$ cat src/logic/psc_pkg.sv
// Shared constants and types of the pedometer step counter
package psc_pkg;
  localparam int unsigned CLK_HZ = 125_000_000;
  localparam int unsigned FUNC_RATE_HZ = 26;
  localparam int unsigned FUNC_TICK_CYC = CLK_HZ / FUNC_RATE_HZ;
  localparam int unsigned DEB_LSB_MS = 80;
  localparam int unsigned DEB_LSB_CYC = (CLK_HZ / 1000) * DEB_LSB_MS;
  localparam int unsigned DELTA_LSB_US = 1_638_400;
  localparam int unsigned DELTA_LSB_CYC = (CLK_HZ / 1_000_000) * DELTA_LSB_US;
  localparam int unsigned PIN_PULSE_NS = 150_000;
  localparam int unsigned CLK_PERIOD_NS = 8;
  localparam int unsigned PIN_PULSE_CYC = PIN_PULSE_NS / CLK_PERIOD_NS;
  // Threshold weight in half-milli-g units: 32 mg and 62.5 mg
  localparam logic [6:0] THS_LSB_2G = 7'h40;
  localparam logic [6:0] THS_LSB_4G = 7'h7D;
  localparam int unsigned THS_DECAY_SHIFT = 3;
  localparam logic [4:0] GAP_MAX = 5'h1F;
  localparam logic [2:0] DEBOUNCE_STEPS_RST = 3'h6;
  localparam logic [4:0] DEBOUNCE_GAP_RST = 5'h0D;
  typedef logic [7:0] psc_byte_t;
  typedef logic [11:0] psc_thr_t;
  typedef enum logic [1:0] {
    PSC_IDLE = 2'h0,
    PSC_DEB = 2'h1,
    PSC_CNT = 2'h3
  } psc_mode_t;
endpackage

$ cat src/logic/psc_pulse_if.sv
// Request and answer of a pin pulse stretcher
`timescale 1ns/1ps
`default_nettype none
interface psc_pulse_if;
  logic fire;
  logic pulse;
  modport src (output fire, input pulse);
  modport drv (input fire, output pulse);
endinterface
`default_nettype wire

$ cat src/logic/psc_pulse.sv
// Stretches a one-cycle event into a fixed-length pin pulse
`timescale 1ns/1ps
`default_nettype none
module psc_pulse #(
  parameter int unsigned CYCLES = 18750
) (
  input wire logic clk_sys,
  input wire logic srst,
  psc_pulse_if.drv port
);
  import psc_pkg::*;
  localparam int W = $clog2(CYCLES + 1);
  typedef struct packed {
    logic [W-1:0] cnt;
    logic pulse;
  } psc_pulse_state_t;
  psc_pulse_state_t s_q, s_d;

  if (CYCLES < 1) begin : g_bad
    $error("psc_pulse needs a length of at least one cycle");
  end

  always_comb begin
    s_d = s_q;
    if (port.fire) begin
      s_d.cnt = W'(CYCLES - 1);
      s_d.pulse = 1'b1;
    end else if (s_q.cnt != '0) begin
      s_d.cnt = s_q.cnt - 1'b1;
    end else begin
      s_d.pulse = 1'b0;
    end
  end

  always_ff @(posedge clk_sys) begin
    if (srst) begin
      s_q <= '0;
    end else begin
      s_q <= s_d;
    end
  end

  assign port.pulse = s_q.pulse;
endmodule
`default_nettype wire

$ cat src/logic/psc_tick.sv
// Restartable period tick generator
`timescale 1ns/1ps
`default_nettype none
module psc_tick #(
  parameter int unsigned CYCLES = 16
) (
  input wire logic clk_sys,
  input wire logic srst,
  input wire logic run,
  output logic tick
);
  import psc_pkg::*;
  localparam int W = (CYCLES > 1) ? $clog2(CYCLES) : 1;
  typedef struct packed {
    logic [W-1:0] cnt;
    logic tick;
  } psc_tick_state_t;
  psc_tick_state_t s_q, s_d;

  if (CYCLES < 2) begin : g_bad
    $error("psc_tick needs at least two cycles per period");
  end

  always_comb begin
    s_d = s_q;
    s_d.tick = 1'b0;
    if (!run) begin
      s_d.cnt = '0;
    end else if (s_q.cnt == W'(CYCLES - 1)) begin
      s_d.cnt = '0;
      s_d.tick = 1'b1;
    end else begin
      s_d.cnt = s_q.cnt + 1'b1;
    end
  end

  always_ff @(posedge clk_sys) begin
    if (srst) begin
      s_q <= '0;
    end else begin
      s_q <= s_d;
    end
  end

  assign tick = s_q.tick;
endmodule
`default_nettype wire

$ cat src/logic/psc_top.sv
// Pedometer step counter: debounce, count, timestamp, delta timer, interrupts
//
// How it works
// - Runs only with both enable bits set
// - Step count is 16 bits, two bytes
// - Count kept when off; cleared by clear bit
// - Clear bit not self-cleared; host writes 0
// - Debounce steps field sets first-increment minimum
// - Debounce plus one steps, then add all
// - Gap above debounce time restarts debounce
// - Unfinished debounce steps dropped after gap
// - Full scale 2 g, or 4 g selected
// - Minimum threshold weight 32 or 62.5 mg
// - Threshold decays toward minimum, never below
// - Step sets flag, routed to pin one
// - Delta timer fires when steps in window
// - Delta sets flag, routed to pin two
// - Overflow wraps count, signals pin two
// - Unlatched: short pin pulse, one-period flags
// - Latched routed events held until source read
// - Latched but unrouted flags still pulse
// - Step copies timestamp into stamp bytes
// - Stamp resolution follows high-resolution bit
`timescale 1ns/1ps
`default_nettype none
module psc_top #(
  parameter int unsigned FUNC_TICK_CYC = psc_pkg::FUNC_TICK_CYC,
  parameter int unsigned DEB_LSB_CYC = psc_pkg::DEB_LSB_CYC,
  parameter int unsigned DELTA_LSB_CYC = psc_pkg::DELTA_LSB_CYC,
  parameter int unsigned PIN_PULSE_CYC = psc_pkg::PIN_PULSE_CYC
) (
  input wire logic clk_sys,
  input wire logic srst,
  input wire logic step_strobe,
  input wire psc_pkg::psc_thr_t step_peak_level,
  input wire logic embedded_func_enable,
  input wire logic step_engine_enable,
  input wire logic step_count_clear,
  input wire logic [2:0] debounce_step_count,
  input wire logic [4:0] debounce_time,
  input wire logic step_full_scale_sel,
  input wire logic [4:0] step_min_threshold,
  input wire logic pin1_step_route,
  input wire logic pin2_delta_route,
  input wire logic pin2_overflow_route,
  input wire logic latch_irq_select,
  input wire logic timer_enable,
  input wire logic timer_high_resolution,
  input wire psc_pkg::psc_byte_t step_delta_period,
  input wire psc_pkg::psc_byte_t time_counter_upper,
  input wire psc_pkg::psc_byte_t time_counter_lower,
  input wire logic source_read,
  output psc_pkg::psc_byte_t step_count_high,
  output psc_pkg::psc_byte_t step_count_low,
  output psc_pkg::psc_byte_t step_stamp_high,
  output psc_pkg::psc_byte_t step_stamp_low,
  output logic step_stamp_fine,
  output logic step_detected_flag,
  output logic step_delta_flag,
  output logic step_overflow_flag,
  output logic irq_pin_one,
  output logic irq_pin_two,
  output psc_pkg::psc_thr_t step_threshold,
  output logic step_algo_4g
);
  import psc_pkg::*;

  typedef struct packed {
    psc_mode_t mode;
    logic [3:0] pend;
    logic [4:0] gap;
    logic [15:0] cnt;
    psc_byte_t win;
    logic seen;
    psc_byte_t stamp_hi;
    psc_byte_t stamp_lo;
    logic fine;
    logic fl_step;
    logic fl_delta;
    logic fl_ovf;
    logic pin1;
    logic pin2;
    psc_thr_t thr;
    logic fs4;
  } psc_top_state_t;

  psc_top_state_t s_q, s_d;

  if (FUNC_TICK_CYC < 2 || DEB_LSB_CYC < 2 || DELTA_LSB_CYC < 2 || PIN_PULSE_CYC < 1) begin : g_bad
    $error("psc_top timing counts too small");
  end

  // Next value of an interrupt flag; a new event wins over any clear
  function automatic logic flag_next(input logic cur, input logic evt, input logic held,
                                     input logic rd, input logic tick);
    logic r;
    r = cur;
    if (evt) begin
      r = 1'b1;
    end else if (held) begin
      r = cur & ~rd;
    end else if (tick) begin
      r = 1'b0;
    end
    return r;
  endfunction

  logic active;
  logic step;
  logic delta_on;
  logic tick26;
  logic tick80;
  logic tick_delta;
  logic stale;
  logic step_evt;
  logic delta_evt;
  logic ovf_evt;
  logic [3:0] add;
  logic [3:0] newp;
  logic [16:0] sum;
  logic [6:0] ths_lsb;
  psc_thr_t floor_w;
  psc_thr_t decay;
  logic held_step;
  logic held_delta;
  logic held_ovf;

  psc_pulse_if p1 ();
  psc_pulse_if p2 ();

  assign active = embedded_func_enable & step_engine_enable;
  assign step = step_strobe & active;
  assign delta_on = active & timer_enable & ~timer_high_resolution
                    & (step_delta_period != 8'h00);
  assign ths_lsb = step_full_scale_sel ? THS_LSB_4G : THS_LSB_2G;
  assign floor_w = psc_thr_t'(step_min_threshold) * psc_thr_t'(ths_lsb);
  assign held_step = latch_irq_select & pin1_step_route;
  assign held_delta = latch_irq_select & pin2_delta_route;
  assign held_ovf = latch_irq_select & pin2_overflow_route;

  psc_tick #(.CYCLES(FUNC_TICK_CYC)) u_tick26 (
    .clk_sys(clk_sys),
    .srst(srst),
    .run(1'b1),
    .tick(tick26)
  );

  // Gap timer restarts on every step
  psc_tick #(.CYCLES(DEB_LSB_CYC)) u_tick80 (
    .clk_sys(clk_sys),
    .srst(srst),
    .run(active & ~step),
    .tick(tick80)
  );

  psc_tick #(.CYCLES(DELTA_LSB_CYC)) u_tick_delta (
    .clk_sys(clk_sys),
    .srst(srst),
    .run(delta_on),
    .tick(tick_delta)
  );

  psc_pulse #(.CYCLES(PIN_PULSE_CYC)) u_pulse1 (
    .clk_sys(clk_sys),
    .srst(srst),
    .port(p1)
  );

  psc_pulse #(.CYCLES(PIN_PULSE_CYC)) u_pulse2 (
    .clk_sys(clk_sys),
    .srst(srst),
    .port(p2)
  );

  always_comb begin
    s_d = s_q;
    add = 4'h0;
    newp = 4'h0;
    sum = 17'h00000;
    decay = '0;
    step_evt = 1'b0;
    delta_evt = 1'b0;
    ovf_evt = 1'b0;
    stale = (s_q.gap > debounce_time);
    s_d.fs4 = step_full_scale_sel;
    s_d.fine = timer_high_resolution;

    // Debounce and step counting
    if (!active) begin
      s_d.mode = PSC_IDLE;
      s_d.pend = 4'h0;
      s_d.gap = 5'h00;
    end else begin
      if (s_q.mode == PSC_IDLE || stale) begin
        s_d.mode = PSC_DEB;
        s_d.pend = 4'h0;
      end
      if (step) begin
        s_d.gap = 5'h00;
        s_d.stamp_hi = time_counter_upper;
        s_d.stamp_lo = time_counter_lower;
        case (s_d.mode)
          PSC_CNT: begin
            add = 4'h1;
            step_evt = 1'b1;
          end
          default: begin
            newp = s_d.pend + 4'h1;
            if (newp > {1'b0, debounce_step_count}) begin
              add = newp;
              s_d.pend = 4'h0;
              s_d.mode = PSC_CNT;
              step_evt = 1'b1;
            end else begin
              s_d.pend = newp;
            end
          end
        endcase
      end else if (tick80 && s_q.gap != GAP_MAX) begin
        s_d.gap = s_q.gap + 5'h01;
      end
    end

    if (step_count_clear) begin
      s_d.cnt = 16'h0000;
    end else if (add != 4'h0) begin
      sum = {1'b0, s_q.cnt} + {13'h0000, add};
      s_d.cnt = sum[15:0];
      ovf_evt = sum[16];
    end

    // Step-delta window
    if (!delta_on) begin
      s_d.win = 8'h00;
      s_d.seen = 1'b0;
    end else begin
      if (step) begin
        s_d.seen = 1'b1;
      end
      if (tick_delta) begin
        if (s_q.win + 8'h01 >= step_delta_period) begin
          s_d.win = 8'h00;
          delta_evt = s_q.seen | step;
          s_d.seen = 1'b0;
        end else begin
          s_d.win = s_q.win + 8'h01;
        end
      end
    end

    // Adaptive threshold floor
    if (step) begin
      s_d.thr = (step_peak_level > floor_w) ? step_peak_level : floor_w;
    end else if (s_q.thr < floor_w) begin
      s_d.thr = floor_w;
    end else if (tick26 && s_q.thr > floor_w) begin
      decay = (s_q.thr - floor_w) >> THS_DECAY_SHIFT;
      s_d.thr = s_q.thr - ((decay == '0) ? psc_thr_t'(1) : decay);
    end

    s_d.fl_step = flag_next(s_q.fl_step, step_evt, held_step, source_read,
                            tick26);
    s_d.fl_delta = flag_next(s_q.fl_delta, delta_evt, held_delta, source_read,
                             tick26);
    s_d.fl_ovf = flag_next(s_q.fl_ovf, ovf_evt, held_ovf, source_read,
                           tick26);

    if (latch_irq_select) begin
      s_d.pin1 = s_d.fl_step & pin1_step_route;
      s_d.pin2 = (s_d.fl_delta & pin2_delta_route) | (s_d.fl_ovf & pin2_overflow_route);
    end else begin
      s_d.pin1 = p1.pulse;
      s_d.pin2 = p2.pulse;
    end
  end

  assign p1.fire = step_evt & pin1_step_route & ~latch_irq_select;
  assign p2.fire = ((delta_evt & pin2_delta_route) | (ovf_evt & pin2_overflow_route))
                   & ~latch_irq_select;

  always_ff @(posedge clk_sys) begin
    if (srst) begin
      s_q <= '0;
    end else begin
      s_q <= s_d;
    end
  end

  assign step_count_high = s_q.cnt[15:8];
  assign step_count_low = s_q.cnt[7:0];
  assign step_stamp_high = s_q.stamp_hi;
  assign step_stamp_low = s_q.stamp_lo;
  assign step_stamp_fine = s_q.fine;
  assign step_detected_flag = s_q.fl_step;
  assign step_delta_flag = s_q.fl_delta;
  assign step_overflow_flag = s_q.fl_ovf;
  assign irq_pin_one = s_q.pin1;
  assign irq_pin_two = s_q.pin2;
  assign step_threshold = s_q.thr;
  assign step_algo_4g = s_q.fs4;
endmodule
`default_nettype wire

$ cat config.mk
export PLATFORM = sky130hd
export DESIGN_NAME = psc_top
export DESIGN_NICKNAME = d
export VERILOG_FILES = /design/src/logic/psc_pkg.sv /design/src/logic/psc_pulse_if.sv /design/src/logic/psc_pulse.sv /design/src/logic/psc_tick.sv /design/src/logic/psc_top.sv
export SDC_FILE = /design/constraint.sdc
export NUM_CORES = 1
export LEC_CHECK = 0
export BUFFER_PORTS_ARGS = -buffer_cell sky130_fd_sc_hd__buf_2
export CAP_MARGIN = 20
export CELL_PAD_IN_SITES_DETAIL_PLACEMENT = 0
export CELL_PAD_IN_SITES_GLOBAL_PLACEMENT = 2
export CORE_MARGIN = 5
export CORE_UTILIZATION = 30
export CTS_BUF_LIST = sky130_fd_sc_hd__clkbuf_16
export CTS_CLUSTER_SIZE = 20
export DETAILED_ROUTE_END_ITERATION = 8
export PLACE_DENSITY_LB_ADDON = 0.1
export SYNTH_ARGS = -nofsm -noshare
export SYNTH_HDL_FRONTEND = slang
export SYNTH_SLANG_ARGS = --single-unit
export TNS_END_PERCENT = 1
$ cat constraint.sdc
create_clock -name clk_sys -period 8.1 [get_ports clk_sys]
set_input_delay 1.62 -clock clk_sys [delete_from_list [all_inputs] [get_ports clk_sys]]
set_output_delay 1.62 -clock clk_sys [all_outputs]
set_load 0.03 [all_outputs]
==> summary.md <==
| Metric | Value |
|---|---|
| Final Hold Viols | 0 |
| Setup Skew | ~0.012 ns |
| Per-cell routed wire length | 15.6 um |
| Register bit total from synthesis | about 180 |
| Num CTS Buffers | 17 |
| DR pass1 iterations | 4 |
| CORE AREA | between 30000 and 40000 sq um |
| Post-CTS Resized | 0 |
| RD Place Congestion | around 0.86 |
| Sink Count | between 150 and 200 |
| Number of distinct library cells after synthesis | 71 |
| Die area | about 40000 sq um |
| CP endpoint kind | flip-flop |
| Layout area overhead | 13.4% |
| CP required | 8.47 ns |
| Die W | 201 um |
| Yosys Warn Count | 0 |
| Routed vias | between 9000 and 10000 |
| Layout fillers | 3854 |
| Max Transition Viols Final | 0 |
| Top post-synthesis cells by area | dfxtp_1, ha_1, nor2_1, xnor2_1, xor2_1 |
| Setup TNS | 0 ns |
| Cells after DPL | about 1900 |
| CP max-delay cell | fa_1 |
| Number of synthesized flops with an enable pin | 0 |
| Syn avg cell area | 8.18 sq um |
| Antenna-violating nets left | 0 |
| Post-Layout Cell Count | approximately 1900 |
| Post-synth top area share | 33.2% |
| Row cnt | between 60 and 70 |
| Fmax | approximately 130 MHz |
| Worst slew margin | between 30 and 40% |
| H-Tree Depth | 4 |
| Total power | around 3.7 mW |
| Ys async rst share | 0% |
| Pleak | between 5 and 6 nW |
| Worst VDD drop | about 0.00014 V |
| Fin nets | between 1500 and 2000 |
| Vias in the first global route | just under 9000 |
| Cell with the most instances after synthesis | nor2_1 |
| Vias per inst | roughly 4.8 |
| Worst-Margin Slew | roughly 0.94 ns |
| Syn Inst Count | 1335 |
| Outcome | finished clean |
| Final setup violating endpoints | 0 |
| Type of the tightest min-delay check | reg -> reg |
| Proportion of layout cells with a drive suffix above 1 | between 10% and 20% |
| DP Area | 11800 sq um |
| Hold slack | roughly 0.45 ns |
| Root Driver | clkbuf_16 |
| Total of max-cap violations | 0 |
| Buffers on Ports | roughly 110 |
| Post-synthesis cell area | between 10000 and 15000 sq um |
| DPL Wire Length | 22.5 mm |
| Fin crit period | about 7.6 ns |
| First-pass GRT wire length | a little under 50 mm |
| Clock transition at path regs | 0.07 ns |
| Final period util | 93.3% |
| Largest net degree at the start of global routing | 45 |
| WL final | around 30 mm |
| Die height | ~200 um |
| Initial antenna violation count | 1 |
| Mapped Nets | approximately 1500 |
| Worst path arrival time | between 7 and 8 ns |
| Ports | ~110 |
| CP Launch Type | input pin |
| Setup bufs post-CTS | 0 |
| CP dominant cell by count | xor2_1 |
| Seq/Total Area, Yosys | approximately a third |
| N_diodes | 0 |
| Synth top cells by count | nor2_1, dfxtp_1, nand2_1, a21oi_1, ha_1 |
| Post-route cell area | roughly 12000 sq um |
| Worst stage delay on the critical path | roughly 0.53 ns |
| Iter 0 DRT Violations | about 450 |
| Kind of critical path | in -> reg |
| Worst-path fanout max | 5 |
| Leading area contributor after synthesis | dfxtp_1 |
| Skew-Pair Late Insertion Delay | approximately 0.44 ns |
| Pwr dens | ~300 nW/um^2 |
| GR Overflow Total | 0 |
| Effective utilization at floorplan | a little under a third |
| RSZ-0062 raised after global routing | false |
| Total GRT Usage | between 10% and 20% |
| Ys flop type | dfxtp_1 |
| Residual DRC | 0 |
| CTS tree | built |
| CTS Hold Bufs | 0 |
| Max clock buf depth | 2 |
cell families after synthesis:
| family | Yosys count | share of synthesized area [%] |
|---|---|---|
| AND/OR/NAND/NOR | 542 | 23.7 |
| AO/OA/AOI/OAI | 226 | 13.5 |
| flip-flops | 181 | 33.2 |
| buffers and inverters | 152 | 6.82 |
| XOR/XNOR | 132 | 10.6 |
| adder cells (fa/ha/maj) | 90 | 11.0 |
| multiplexers | 12 | 1.13 |
final cells by class:
type                       count  area (sq um)  area share [%]
inverter                      67           251            2.03
clock inverter                14           129            1.04
sequential                   181          3620            29.3
clock buffer                  17           425            3.44
timing repair buffer         144           806            6.51
multi-input combinational   1002          6570            53.1
tap                          461           577            4.66
routing by layer:
layer / GRT usage (%) / share of wire (%) / vias to the layer above
li1: - / - / 4720
met1: 19.6 / 49 / 4162
met2: 23.9 / 45 / 138
met3: 3.81 / 4.8 / 23
met4: 3.10 / 0.92 / 2
met5: 0 / 0.044 / -
layout by cell type (no fill, tap or decap), types with 5 or more instances in the layout:
cell type,instances
a22oi_1,10
o211ai_1,7
o21ai_0,37
nor2_1,185
nand3_1,52
nand2_1,121
o2111ai_1,6
ha_1,80
and3_1,27
a21oi_1,91
nand4_1,26
dfxtp_1,181
nor4_1,15
nor3_1,27
or2_2,8
and2_1,10
buf_2,113
fa_1,10
xor2_1,63
nor2b_1,18
a211oi_1,10
xnor2_1,69
o21a_1,10
nor3b_1,6
a31oi_1,5
mux2i_1,9
inv_1,69
a21o_1,11
nand2b_1,10
clkbuf_16,17
or3_1,14
buf_4,30
or4_1,5
where the power goes:
group          switching (mW)  internal [mW]  leakage [nW]
Combinational            1.04          0.778          3.29
Sequential             0.0879          0.973          1.47
Clock                   0.384          0.425         0.271
stage by stage:
stage	worst slack [ns]	utilization, %
2_1_floorplan	0.0444	-
3_3_place_gp	0.106	33.0
3_5_place_dp	0.0669	33.0
4_1_cts	0.492	34.5
5_1_grt	0.0149	34.6
6_report	0.541	34.6
critical path: cells and delay by family:
| kind | cells | cell delay [ns] |
|---|---|---|
| compound gates | 11 | 2.21 |
| xor+xnor | 5 | 0.75 |
| fa+ha+maj | 6 | 2.28 |
| buf+inv | 5 | 0.45 |
| simple gates | 5 | 0.62 |
sequential cells by signal, summed over array words and instances, names as in the netlist, 8 cells and up:
| register | count |
|---|---|
| s_q | 20 |
| step_count_high | 8 |
| step_count_low | 8 |
| step_stamp_high | 8 |
| step_stamp_low | 8 |
| step_threshold | 12 |
| u_pulse1.s_q | 15 |
| u_pulse2.s_q | 15 |
| u_tick26.s_q | 23 |
| u_tick80.s_q | 24 |
| u_tick_delta.s_q | 28 |
worst paths after layout:
path                                            start            endpoint  slack (ns)  depth (start not counted)
worst max-delay path            step_min_threshold[2]   step_threshold[8]        0.54                         32
worst min-delay path               step_stamp_high[5]  step_stamp_high[5]        0.45                          2
worst max register to register                s_q[62]     u_pulse2.s_q[2]        2.23                         27
worst min register to register     step_stamp_high[5]  step_stamp_high[5]        0.45                          2
Note: power is estimated with default switching activity, not from simulation.
